<file path="config.mk">
export PLATFORM = sky130hd
export DESIGN_NAME = decoder_power_status_clamp_regs
export DESIGN_NICKNAME = d
export VERILOG_FILES = /design/src/shared/decoder_regs_pkg.sv /design/src/design/decoder_power_status_clamp_regs.sv
export SDC_FILE = /design/constraint.sdc
export NUM_CORES = 1
export LEC_CHECK = 0
export ABC_AREA = 1
export BUFFER_PORTS_ARGS = -buffer_cell sky130_fd_sc_hd__buf_2
export CAP_MARGIN = 20
export CORE_ASPECT_RATIO = 0.8
export CORE_MARGIN = 4
export CORE_UTILIZATION = 30
export CTS_BUF_LIST = sky130_fd_sc_hd__clkbuf_16
export DETAILED_ROUTE_END_ITERATION = 7
export GPL_TIMING_DRIVEN = 1
export HOLD_SLACK_MARGIN = 0.03
export PLACE_DENSITY = 0.51
export SYNTH_ARGS = -nofsm -noshare
export SYNTH_HDL_FRONTEND = slang
export SYNTH_SLANG_ARGS = --single-unit
</file>
<file path="constraint.sdc">
create_clock -name aclk -period 2.2 [get_ports aclk]
set_clock_uncertainty 0.15 [all_clocks]
set_input_delay 0.66 -clock aclk [delete_from_list [all_inputs] [get_ports aclk]]
set_output_delay 0.66 -clock aclk [all_outputs]
set_load 0.01 [all_outputs]
</file>
<file path="src/shared/decoder_regs_pkg.sv">
// Constants for the decoder power, status and clamp register bank
package decoder_regs_pkg;

    // Bus geometry
    localparam int          ADDR_W        = 8;
    localparam logic [1:0]  RESP_OKAY     = 2'h0;
    localparam logic [1:0]  RESP_DECERR   = 2'h3;

    // Register indices; byte address is four times the index
    localparam logic [5:0]  IDX_POWER     = 6'h0f;
    localparam logic [5:0]  IDX_STATUS    = 6'h10;
    localparam logic [5:0]  IDX_REVISION  = 6'h11;
    localparam logic [5:0]  IDX_ANALOG    = 6'h13;
    localparam logic [5:0]  IDX_CLAMP     = 6'h14;
    localparam logic [5:0]  IDX_IRQ_STAT  = 6'h18;
    localparam logic [5:0]  IDX_IRQ_MASK  = 6'h19;

    // Reset values
    localparam logic [7:0]  POWER_RST     = 8'h00;
    localparam logic [7:0]  ANALOG_RST    = 8'h45;
    localparam logic [5:0]  CLAMP_RST     = 6'h00;
    localparam logic [3:0]  IRQ_MASK_RST  = 4'h0;

    // Power register fields
    localparam int PWR_SAVE_LSB = 0;
    localparam int PWR_PRIO     = 2;
    localparam int PWR_REF      = 3;
    localparam int PWR_CG       = 4;
    localparam int PWR_OFF      = 5;
    localparam int PWR_REACQ    = 6;
    localparam int PWR_RESET    = 7;

    // Power save selection codes
    localparam logic [1:0]  SEL_FULL      = 2'h0;
    localparam logic [1:0]  SEL_COMPOSITE = 2'h1;
    localparam logic [1:0]  SEL_DIGITAL   = 2'h2;
    localparam logic [1:0]  SEL_SAVE      = 2'h3;

    // Status register fields
    localparam int ST_LOCK      = 0;
    localparam int ST_LOST      = 1;
    localparam int ST_FSC       = 2;
    localparam int ST_50HZ      = 3;
    localparam int ST_UNDER     = 4;
    localparam int ST_OVER      = 5;
    localparam int ST_WHITE     = 6;
    localparam int ST_KILL      = 7;

    // Analog control and clamp control fields
    localparam int AN_FORCE     = 1;
    localparam int CL_SLOW_LSB  = 0;
    localparam int CL_FAST_LSB  = 2;
    localparam int CL_CURR      = 4;
    localparam int CL_VOLT      = 5;

    // Interrupt status and mask fields
    localparam int IRQ_LOST     = 0;
    localparam int IRQ_GAIN     = 1;
    localparam int IRQ_UNDER    = 2;
    localparam int IRQ_OVER     = 3;

    // Timing: reference tick derived from the system clock
    localparam int          CLK_FREQ_KHZ  = 200000;
    localparam int          REF_FREQ_KHZ  = 27000;
    localparam logic [8:0]  ACC_MOD       = 9'(CLK_FREQ_KHZ / 1000);
    localparam logic [8:0]  REF_STEP      = 9'(REF_FREQ_KHZ / 1000);
    localparam logic [7:0]  CLAMP_BASE    = 8'h10;

endpackage

</file>
<file path="src/design/decoder_power_status_clamp_regs.sv">
// Power, status, revision and clamp register bank with AXI4-Lite access
// Function
// - Power save field bits 1:0 selects full, composite-only, digital-only or save mode
// - Power bit 2 picks pin (0) or register bit (1) as core power-down source
// - Power bit 3 puts the analog reference into power save
// - Power bit 4 puts the line-locked clock generator into power save
// - Power bit 5 disables input pads and stops the 27 MHz clock
// - Writing power bit 6 reacquires video, same as the reacquire pin
// - The reacquire bit clears itself on the next 27 MHz cycle
// - Writing power bit 7 resets core and register settings, then clears itself; bus handshake state is kept
// - Status shows lock, subcarrier lock, ADC under/overflow, white peak, color kill
// - Status bit 1 holds any loss of lock since the last status read
// - Status bit 3 reads 1 when a 50 Hz field rate is detected
// - A read-only eight-bit register returns the silicon revision code
// - Analog bit 1 forces sync drivers on, else OE pin and disable bit decide
// - Slow clamp current stays on 16, 32, 64 or 128 cycles per code
// - Fast clamp current stays on 16, 32, 64 or 128 cycles per code
// - Clamp bit 4 enables the front-end clamp current sources
// - Clamp bit 5 enables the voltage clamp circuitry
`timescale 1ns/1ps

module decoder_power_status_clamp_regs #(
    parameter logic [7:0] REVISION = 8'h2a  // Arbitrary value
) (
    input  wire logic                                aclk,
    input  wire logic                                aresetn,
    input  wire logic                                awvalid,
    output logic                                     awready,
    input  wire logic [decoder_regs_pkg::ADDR_W-1:0] awaddr,
    input  wire logic                                wvalid,
    output logic                                     wready,
    input  wire logic [31:0]                         wdata,
    input  wire logic [3:0]                          wstrb,
    output logic                                     bvalid,
    input  wire logic                                bready,
    output logic [1:0]                               bresp,
    input  wire logic                                arvalid,
    output logic                                     arready,
    input  wire logic [decoder_regs_pkg::ADDR_W-1:0] araddr,
    output logic                                     rvalid,
    input  wire logic                                rready,
    output logic [31:0]                              rdata,
    output logic [1:0]                               rresp,
    input  wire logic                                in_lock,
    input  wire logic                                subcarrier_lock,
    input  wire logic                                field_rate_50hz,
    input  wire logic                                adc_underflow,
    input  wire logic                                adc_overflow,
    input  wire logic                                white_peak_active,
    input  wire logic                                color_kill_active,
    input  wire logic                                timing_output_disable,
    input  wire logic                                clamp_start,
    input  wire logic                                powerdown_pin_n,
    input  wire logic                                reacquire_pin,
    input  wire logic                                output_enable_pin_n,
    output logic [1:0]                               power_save_select,
    output logic                                     full_operation,
    output logic                                     composite_only,
    output logic                                     digital_only,
    output logic                                     power_save_mode,
    output logic                                     core_powerdown,
    output logic                                     reference_sleep,
    output logic                                     line_clock_gen_sleep,
    output logic                                     input_pads_disable,
    output logic                                     ref_clock_stop,
    output logic                                     timing_reacquire,
    output logic                                     core_reset,
    output logic                                     sync_outputs_drive,
    output logic                                     current_clamp_on,
    output logic                                     voltage_clamp_on,
    output logic                                     slow_clamp_current,
    output logic                                     fast_clamp_current,
    output logic                                     irq
);
    import decoder_regs_pkg::*;

    typedef struct packed {
        logic              aw_full;
        logic [ADDR_W-1:0] aw_addr;
        logic              w_full;
        logic [7:0]        w_data;
        logic              w_lane0;
        logic              bvalid;
        logic [1:0]        bresp;
        logic              rvalid;
        logic [31:0]       rdata;
        logic [1:0]        rresp;
        logic [7:0]        power;
        logic [7:0]        analog;
        logic [5:0]        clamp;
        logic              lost_lock;
        logic              lock_prev;
        logic              under_prev;
        logic              over_prev;
        logic [3:0]        irq_status;
        logic [3:0]        irq_mask;
        logic [7:0]        acc;
        logic [7:0]        slow_cnt;
        logic [7:0]        fast_cnt;
        logic              pd_s1;
        logic              pd_s2;
        logic              rq_s1;
        logic              rq_s2;
        logic              oe_s1;
        logic              oe_s2;
    } state_t;

    localparam state_t ST_RST = '{
        aw_full:    1'b0,
        aw_addr:    '0,
        w_full:     1'b0,
        w_data:     8'h00,
        w_lane0:    1'b0,
        bvalid:     1'b0,
        bresp:      RESP_OKAY,
        rvalid:     1'b0,
        rdata:      32'h0000_0000,
        rresp:      RESP_OKAY,
        power:      POWER_RST,
        analog:     ANALOG_RST,
        clamp:      CLAMP_RST,
        lost_lock:  1'b0,
        lock_prev:  1'b0,
        under_prev: 1'b0,
        over_prev:  1'b0,
        irq_status: 4'h0,
        irq_mask:   IRQ_MASK_RST,
        acc:        8'h00,
        slow_cnt:   8'h00,
        fast_cnt:   8'h00,
        pd_s1:      1'b1,
        pd_s2:      1'b1,
        rq_s1:      1'b0,
        rq_s2:      1'b0,
        oe_s1:      1'b1,
        oe_s2:      1'b1
    };

    state_t q_q;
    state_t q_d;

    logic [8:0] acc_sum;
    logic       tick;
    logic [3:0] events;
    logic [5:0] rd_idx;
    logic [5:0] wr_idx;
    logic       wr_commit;
    logic [7:0] status_val;

    // Register index from a byte address; low two bits ignored
    function automatic logic [5:0] reg_index(input logic [ADDR_W-1:0] addr);
        reg_index = 6'(addr >> 2);
    endfunction

    function automatic logic is_mapped(input logic [5:0] idx);
        is_mapped = (idx == IDX_POWER) || (idx == IDX_STATUS) || (idx == IDX_REVISION)
                 || (idx == IDX_ANALOG) || (idx == IDX_CLAMP) || (idx == IDX_IRQ_STAT)
                 || (idx == IDX_IRQ_MASK);
    endfunction

    // Clamp on-time in reference cycles: 16 shifted left by the code
    function automatic logic [7:0] clamp_len(input logic [1:0] code);
        clamp_len = 8'(CLAMP_BASE << code);
    endfunction

    always_comb
    begin
        q_d = q_q;

        // Fractional divider: one-cycle enable at the reference clock rate
        acc_sum = {1'b0, q_q.acc} + REF_STEP;
        tick    = (acc_sum >= ACC_MOD);
        q_d.acc = tick ? 8'(acc_sum - ACC_MOD) : acc_sum[7:0];

        // Pins from outside the clock domain pass two flip-flops first
        q_d.pd_s1 = powerdown_pin_n;
        q_d.pd_s2 = q_q.pd_s1;
        q_d.rq_s1 = reacquire_pin;
        q_d.rq_s2 = q_q.rq_s1;
        q_d.oe_s1 = output_enable_pin_n;
        q_d.oe_s2 = q_q.oe_s1;

        // Edge detection on core status levels
        q_d.lock_prev  = in_lock;
        q_d.under_prev = adc_underflow;
        q_d.over_prev  = adc_overflow;
        events            = 4'h0;
        events[IRQ_LOST]  = q_q.lock_prev & ~in_lock;
        events[IRQ_GAIN]  = ~q_q.lock_prev & in_lock;
        events[IRQ_UNDER] = ~q_q.under_prev & adc_underflow;
        events[IRQ_OVER]  = ~q_q.over_prev & adc_overflow;

        status_val            = 8'h00;
        status_val[ST_LOCK]   = in_lock;
        status_val[ST_LOST]   = q_q.lost_lock;
        status_val[ST_FSC]    = subcarrier_lock;
        status_val[ST_50HZ]   = field_rate_50hz;
        status_val[ST_UNDER]  = adc_underflow;
        status_val[ST_OVER]   = adc_overflow;
        status_val[ST_WHITE]  = white_peak_active;
        status_val[ST_KILL]   = color_kill_active;

        // Write address and data are taken independently, in either order
        if (awvalid && !q_q.aw_full && !q_q.bvalid)
        begin
            q_d.aw_full = 1'b1;
            q_d.aw_addr = awaddr;
        end
        if (wvalid && !q_q.w_full && !q_q.bvalid)
        begin
            q_d.w_full  = 1'b1;
            q_d.w_data  = wdata[7:0];
            q_d.w_lane0 = wstrb[0];
        end
        if (q_q.bvalid && bready)
        begin
            q_d.bvalid = 1'b0;
        end

        // Reacquire clears on the next reference tick; a fresh write may set it again
        if (tick && q_q.power[PWR_REACQ])
        begin
            q_d.power[PWR_REACQ] = 1'b0;
        end

        // Hardware set wins over software clear on the same cycle
        q_d.irq_status = q_q.irq_status | events;
        if (events[IRQ_LOST])
        begin
            q_d.lost_lock = 1'b1;
        end

        wr_idx    = reg_index(q_q.aw_addr);
        wr_commit = q_q.aw_full && q_q.w_full && !q_q.bvalid;
        if (wr_commit)
        begin
            q_d.aw_full = 1'b0;
            q_d.w_full  = 1'b0;
            q_d.bvalid  = 1'b1;
            q_d.bresp   = is_mapped(wr_idx) ? RESP_OKAY : RESP_DECERR;
            if (q_q.w_lane0)
            begin
                case (wr_idx)
                    IDX_POWER:
                    begin
                        q_d.power = q_q.w_data;
                        if (!q_q.w_data[PWR_REACQ])
                        begin
                            q_d.power[PWR_REACQ] = q_d.power[PWR_REACQ] & ~tick;
                        end
                    end
                    IDX_ANALOG:   q_d.analog = q_q.w_data;
                    IDX_CLAMP:    q_d.clamp  = q_q.w_data[5:0];
                    IDX_IRQ_STAT: q_d.irq_status = (q_q.irq_status & ~q_q.w_data[3:0]) | events;
                    IDX_IRQ_MASK: q_d.irq_mask = q_q.w_data[3:0];
                    default:      q_d.bresp = q_d.bresp;
                endcase
            end
        end

        // Read: data sampled at the address handshake and held until taken
        rd_idx = reg_index(araddr);
        if (q_q.rvalid && rready)
        begin
            q_d.rvalid = 1'b0;
        end
        if (arvalid && !q_q.rvalid)
        begin
            q_d.rvalid = 1'b1;
            q_d.rresp  = is_mapped(rd_idx) ? RESP_OKAY : RESP_DECERR;
            case (rd_idx)
                IDX_POWER:    q_d.rdata = {24'h00_0000, q_q.power};
                IDX_STATUS:
                begin
                    q_d.rdata = {24'h00_0000, status_val};
                    q_d.lost_lock = events[IRQ_LOST];
                end
                IDX_REVISION: q_d.rdata = {24'h00_0000, REVISION};
                IDX_ANALOG:   q_d.rdata = {24'h00_0000, q_q.analog};
                IDX_CLAMP:    q_d.rdata = {26'h000_0000, q_q.clamp};
                IDX_IRQ_STAT: q_d.rdata = {28'h000_0000, q_q.irq_status};
                IDX_IRQ_MASK: q_d.rdata = {28'h000_0000, q_q.irq_mask};
                default:      q_d.rdata = 32'h0000_0000;
            endcase
        end

        // Clamp timers count reference ticks; a new start restarts both
        if (clamp_start)
        begin
            q_d.slow_cnt = clamp_len(q_q.clamp[CL_SLOW_LSB +: 2]);
            q_d.fast_cnt = clamp_len(q_q.clamp[CL_FAST_LSB +: 2]);
        end
        else if (tick)
        begin
            if (q_q.slow_cnt != 8'h00)
            begin
                q_d.slow_cnt = q_q.slow_cnt - 8'h01;
            end
            if (q_q.fast_cnt != 8'h00)
            begin
                q_d.fast_cnt = q_q.fast_cnt - 8'h01;
            end
        end

        // Soft reset one cycle after the write; bus handshake state is kept
        // so the write that asked for it still completes
        if (q_q.power[PWR_RESET])
        begin
            q_d.power      = ST_RST.power;
            q_d.analog     = ST_RST.analog;
            q_d.clamp      = ST_RST.clamp;
            q_d.lost_lock  = ST_RST.lost_lock;
            q_d.irq_status = ST_RST.irq_status;
            q_d.irq_mask   = ST_RST.irq_mask;
            q_d.slow_cnt   = ST_RST.slow_cnt;
            q_d.fast_cnt   = ST_RST.fast_cnt;
        end
    end

    always_ff @(posedge aclk)
    begin
        if (!aresetn)
        begin
            q_q <= ST_RST;
        end
        else
        begin
            q_q <= q_d;
        end
    end

    // Bus handshake outputs
    assign awready = !q_q.aw_full && !q_q.bvalid;
    assign wready  = !q_q.w_full && !q_q.bvalid;
    assign bvalid  = q_q.bvalid;
    assign bresp   = q_q.bresp;
    assign arready = !q_q.rvalid;
    assign rvalid  = q_q.rvalid;
    assign rdata   = q_q.rdata;
    assign rresp   = q_q.rresp;

    // Power control
    assign power_save_select    = q_q.power[PWR_SAVE_LSB +: 2];
    assign full_operation       = (power_save_select == SEL_FULL);
    assign composite_only       = (power_save_select == SEL_COMPOSITE);
    assign digital_only         = (power_save_select == SEL_DIGITAL);
    assign power_save_mode      = (power_save_select == SEL_SAVE);
    assign core_powerdown       = q_q.power[PWR_PRIO] ? q_q.power[PWR_OFF]
                                                      : !q_q.pd_s2;
    assign reference_sleep      = q_q.power[PWR_REF];
    assign line_clock_gen_sleep = q_q.power[PWR_CG];
    assign input_pads_disable   = q_q.power[PWR_OFF];
    assign ref_clock_stop       = q_q.power[PWR_OFF];
    assign timing_reacquire     = q_q.power[PWR_REACQ] | q_q.rq_s2;
    assign core_reset           = q_q.power[PWR_RESET];

    // Sync drivers: forced on, else OE pin low and output disable clear
    assign sync_outputs_drive   = q_q.analog[AN_FORCE]
                                | (!q_q.oe_s2 && !timing_output_disable);

    // Clamp controls
    assign current_clamp_on     = q_q.clamp[CL_CURR];
    assign voltage_clamp_on     = q_q.clamp[CL_VOLT];
    assign slow_clamp_current   = current_clamp_on && (q_q.slow_cnt != 8'h00);
    assign fast_clamp_current   = current_clamp_on && (q_q.fast_cnt != 8'h00);

    assign irq = |(q_q.irq_status & q_q.irq_mask);

endmodule

</file>
# After elaboration in Yosys (flattened, before gate mapping)
# Index checks and enable logic that the tools add are counted.
[totals] reg_bits=121 inputBits=71 output_inout_bits=60 wordCells=154
[classes] add_sub_neg=4 n_lt_le_gt_ge=1 eq_ne=17 shift=2 muxes=27 bitwise_logic=21 n_reduce_logical=52
[ops] cell="$eq 6x5->1 const B" count=12
[ops] cell="$pmux 8 s7" count=1
[ops] cell="$mux 8" count=6
[ops] cell="$mux 21" count=2
[ops] cell="$mux 35" count=1
[ops] cell="$mux 16" count=2
[ops] cell="$reduce_bool 8->1" count=2
[ops] cell="$shl 5x2->8 const A" count=2
[ops] cell="$sub 8x1->8 const B" count=2
[ops] cell="$logic_and 1x1->1" count=15
[ops] cell="$eq 6x4->1 const B" count=2
[ops] cell="$logic_or 1x1->1" count=12
[ops] cell="$reduce_and 3->1" count=4
[ops] cell="$reduce_bool 2->1" count=5
[ops] cell="$add 8x5->9 const B" count=1
[ops] cell="$ge 9x8->1 const B" count=1
[ops] cell="$not 1->1" count=9
[ops] cell="$and 4x4->4" count=2
[ops] cell="$mux 1" count=8
[ops] cell="$mux 4" count=2
[ops] cell="$or 4x4->4" count=2
[ops] cell="$sub 8x8->8 const B" count=1
[ops] cell="$logic_not 1->1" count=7
[ops] cell="$mux 7" count=1
[ops] cell="13 further kinds" count=22

# Depth between registers and ports, before layout
[depth] depth_word=9 ltp_mapped=19

# Worst setup path after synthesis
# No wires, ideal clock.
[synth_timing] kind="reg2reg" from="register q_q[22] (netlist name)" to="register q_q[14] (netlist name)" setup_ns=0.117 arrival_time_ns=1.808 slack_ns=0.125 path_stages_with_launch=19 n_path_buf=1 period_less_slack_ns=2.075 path_cell_list="dfxtp_1 inv_1 ha_1 inv_1 nand2_1 nand2_1 nand2_1 nand2_1 inv_1 ha_1 nand3_1 nand2_2 nand2_1 nand2_2 nand2_2 buf_6 nand2_1 nand2_1 a21oi_1"
[synth_via] elab_chain_len=4
[synth_lines] element="start, declared" line_no="decoder_power_status_clamp_regs.sv:139" text="state_t q_q;"
[synth_lines] element="start signal, assigned" line_no="decoder_power_status_clamp_regs.sv:328" text="q_q <= q_d;"
[synth_lines] element="$add 8x5->9" line_no="decoder_power_status_clamp_regs.sv:171" text="acc_sum = {1'b0, q_q.acc} + REF_STEP;"
[synth_lines] element="via acc_sum[0]" line_no="decoder_power_status_clamp_regs.sv:142" text="logic [8:0] acc_sum;"
[synth_lines] element="$ge 9x8->1" line_no="decoder_power_status_clamp_regs.sv:172" text="tick = (acc_sum >= ACC_MOD);"
[synth_lines] element="$reduce_bool 2->1 (no line)"
[synth_lines] element="$reduce_and 2->1 (no line)"
# The timed path passes the listed nets, and every way through them passes these cells.
# A chain may end at the register's enable or synchronous reset.

# Worst setup path in the final report
[layout_timing] from="register q_q[19] (netlist name)" to="output port slow_clamp_current"
[layout_via] elab_chain_len=2
[layout_lines] element="$reduce_bool 8->1" line_no="decoder_power_status_clamp_regs.sv:364" text="assign slow_clamp_current = current_clamp_on && (q_q.slow_cnt != 8'h00);"
[layout_lines] element="$logic_and 1x1->1" line_no="decoder_power_status_clamp_regs.sv:364"
[layout_lines] element="end, declared" line_no="decoder_power_status_clamp_regs.sv:71" text="output logic slow_clamp_current,"
# No other way between the ends.

==> impl_metrics.env <==
export IMPL_outcome="finished with violations"
export IMPL_violations="setup timing"
export IMPL_cp_required_ns=1.39
export IMPL_r2r_cells=14
export IMPL_drt_iter0_markers=260
export IMPL_critPathLaunchType="flip-flop"
export IMPL_vdd_drop_max_uv=377.8
export IMPL_antenna_found_initial=3
export IMPL_drv_cap=0
export IMPL_dr_pass1_iters=5
export IMPL_drc=0
export IMPL_wirelength_um=12590
export IMPL_powerDensity_nw_per_um2=734.3
export IMPL_yosysUniqueCellTypes=40
export IMPL_fmax_ghz=0.4410
export IMPL_hold_path_class="flip-flop to flip-flop"
export IMPL_grt_usage_pct=14.17
export IMPL_clock_root_buffer="clkbuf_16"
export IMPL_detail_route_antenna_nets=0
export IMPL_clock_sinks=93
export IMPL_leakagePower_nw=2.743
export IMPL_start_util_pct=30.81
export IMPL_final_hold_viol_count=0
export IMPL_cts_path_max_buffers=2
export IMPL_place_area_um2=5286
export IMPL_placed_cells=956
export IMPL_grt_first_pass_wirelength_um=20360
export IMPL_cp_endpoint="slow_clamp_current"
export IMPL_clkTransAtPathRegs_ns=0.07
export IMPL_place_congestion=0.8435
export IMPL_fin_crit_ns=2.268
export IMPL_layout_common_cells="nand2_1 (112), inv_1 (87), dfxtp_1 (87)"
export IMPL_cts_buffers=9
export IMPL_rr_startpoint="q_q[23]"
export IMPL_pin_count=131
export IMPL_routed_via_density=4.463
export IMPL_cp_arrival_ns=1.46
export IMPL_portBuffers=75
export IMPL_drv_slew=0
export IMPL_grt_pass1_vias=4051
export IMPL_layout_commonest_cell="nand2_1"
export IMPL_synth_top_area_share_pct=39.85
export IMPL_area_delta_synth_final_pct=25.50
export IMPL_yosysSeqAreaShare_pct=39.85
export IMPL_core_um2=15160
export IMPL_reg2reg_to="q_q[20]"
export IMPL_syn_area_um2=4672
export IMPL_hold_path_startpoint="q_d[0]"
export IMPL_rows=40
export IMPL_drive_gt1_share_pct=25.71
export IMPL_setup_viol=2
export IMPL_synth_seq_cells=93
export IMPL_rsz0062_at_grt="yes"
export IMPL_crit_path_max_fanout=2
export IMPL_htree_levels=3
export IMPL_finalCritPeriodShare_pct=103.1
export IMPL_grt_max_degree=32
export IMPL_dp_slack_ns=0.04918
export IMPL_wl_per_cell_um=12.84
export IMPL_die_y_um=119.6
export IMPL_cts_hold_buf=0
export IMPL_yosys_most_used_dff="dfxtp_1"
export IMPL_num_vias=4378
export IMPL_startpoint="q_q[19]"
export IMPL_tritoncts="done"
export IMPL_yosys_top_cells_area="dfxtp_1 (40%), nand2_1 (9.7%), inv_1 (7.5%), a21oi_1 (7.0%), buf_4 (6.3%)"
export IMPL_dieWidth_um=147.5
export IMPL_yosysWarnings=0
export IMPL_relSlewSlack_pct=65.21
export IMPL_dp_hpwl_um=9473
export IMPL_avgSynthCellArea_um2=6.984
export IMPL_stdcell_count=981
export IMPL_rrSetupSlack_ns=0.13
export IMPL_worst_slew_pin_slew_ns=0.5205
export IMPL_synth_enable_flop_cells=0
export IMPL_path_class="flip-flop to output port"
export IMPL_grt_ovfl_total=0
export IMPL_dieArea_um2=17650
export IMPL_num_nets_final=845
export IMPL_final_area_um2=5863
export IMPL_fin_tns_setup_ns=-0.1161
export IMPL_synth_cells=669
export IMPL_async_reset_ff_share_pct=0
export IMPL_fin_ws_ns=-0.06773
export IMPL_cp_end_kind="output port"
export IMPL_clk_latency_ns=0.34
export IMPL_synth_top_cell_by_area="dfxtp_1"
registers in the layout, indices dropped and copies added (netlist names):
| register | count |
|---|---|
| bresp | 1 |
| rvalid | 1 |
| reference_sleep | 1 |
| core_reset | 1 |
| power_save_select | 2 |
| bvalid | 1 |
| current_clamp_on | 1 |
| line_clock_gen_sleep | 1 |
| rresp | 1 |
| voltage_clamp_on | 1 |
| rdata | 8 |
| input_pads_disable | 1 |
| q_d | 3 |
| q_q | 70 |
Yosys cell counts, drive strengths merged (2+ instances only):
cell type    n
nand2      127
buf         43
a21oi       66
nor2        76
o211ai       4
inv         96
a31oi        3
o22ai        6
o21ai       57
or2          7
a22oi        2
nand4        8
nor3         8
ha           7
o31ai        3
nand3       27
nor4         5
nand3b       2
clkbuf      13
dfxtp       93
xnor2        5
xor2         2
o2111ai      2
per-layer routing:
metal  GRT usage, %  share of wire [%]  up-vias  wire (µm)
met3          4.304                6.8       15        857
li1               -                  -     2297          -
met5              0               0.17        -         21
met2          19.39                 40      110       5071
met1          21.57                 52     1952       6508
met4          3.085                1.1        4        133
worst min-delay path by stage:
stage / end / slack (ns) / depth (start not counted)
CTS: q_q[0] / 0.27 / 1
floorplan: q_q[2] / 0.24 / 2
global placement: q_q[0] / 0.24 / 1
global route: q_q[4] / 0.28 / 1
detailed placement: q_q[0] / 0.25 / 1
finish: q_q[0] / 0.26 / 1
cell type report:
cell class	count	area [µm²]
sequential	93	1872
tap	210	262.8
clock buffer	9	225.2
clock inverter	5	46.29
multi-input combinational	446	2345
fill	1599	9301
antenna	1	2.502
timing repair buffer	120	738.2
inverter	97	371.6
cell families after synthesis:
| group | count (synthesis) | synth area share [%] |
|---|---|---|
| adders and majority gates | 7 | 1.875 |
| other | 1 | 0.08027 |
| xor gates and xnor gates | 7 | 1.312 |
| buffers and inverters | 153 | 15.77 |
| AOI/OAI and AO/OA | 148 | 17.25 |
| and+or+nand+nor | 260 | 23.86 |
| DFF | 93 | 39.85 |
critical path, cell delays in order, from the launching register on:
cell     delay (ns)
dfxtp_4        0.36
nor4_4         0.29
nand4_1        0.18
inv_2          0.13
nor2_4         0.04
buf_6          0.12
report_power, final:
group          total, W  switching [W]  leakage (nW)  internal (W)
Combinational  0.000946       0.000528          1.84      0.000418
Clock           0.00149       0.000632         0.141      0.000855
Sequential      0.00187      0.0000857         0.764       0.00179
Total           0.00431        0.00125          2.74       0.00306
repair_timing:
action                     CTS  global route
setup endpoints to repair    2            23
hold endpoints to repair     0             0
buffers inserted             5             5
gates cloned                 0             0
resized for setup           12            55
pin swaps                    5            27
stage by stage:
| stage | hold WS [ns] | power, W | utilization (%) |
|---|---|---|---|
| floorplan | 0.2405 | 0.002411 | - |
| global placement | 0.2434 | 0.002651 | 34.86 |
| detailed placement | 0.2510 | 0.002646 | 34.86 |
| CTS | 0.2661 | 0.004194 | 37.18 |
| global route | 0.2822 | 0.004555 | 38.66 |
| finish | 0.2632 | 0.004306 | 38.66 |
No activity file was read; power rests on OpenSTA's default activity.
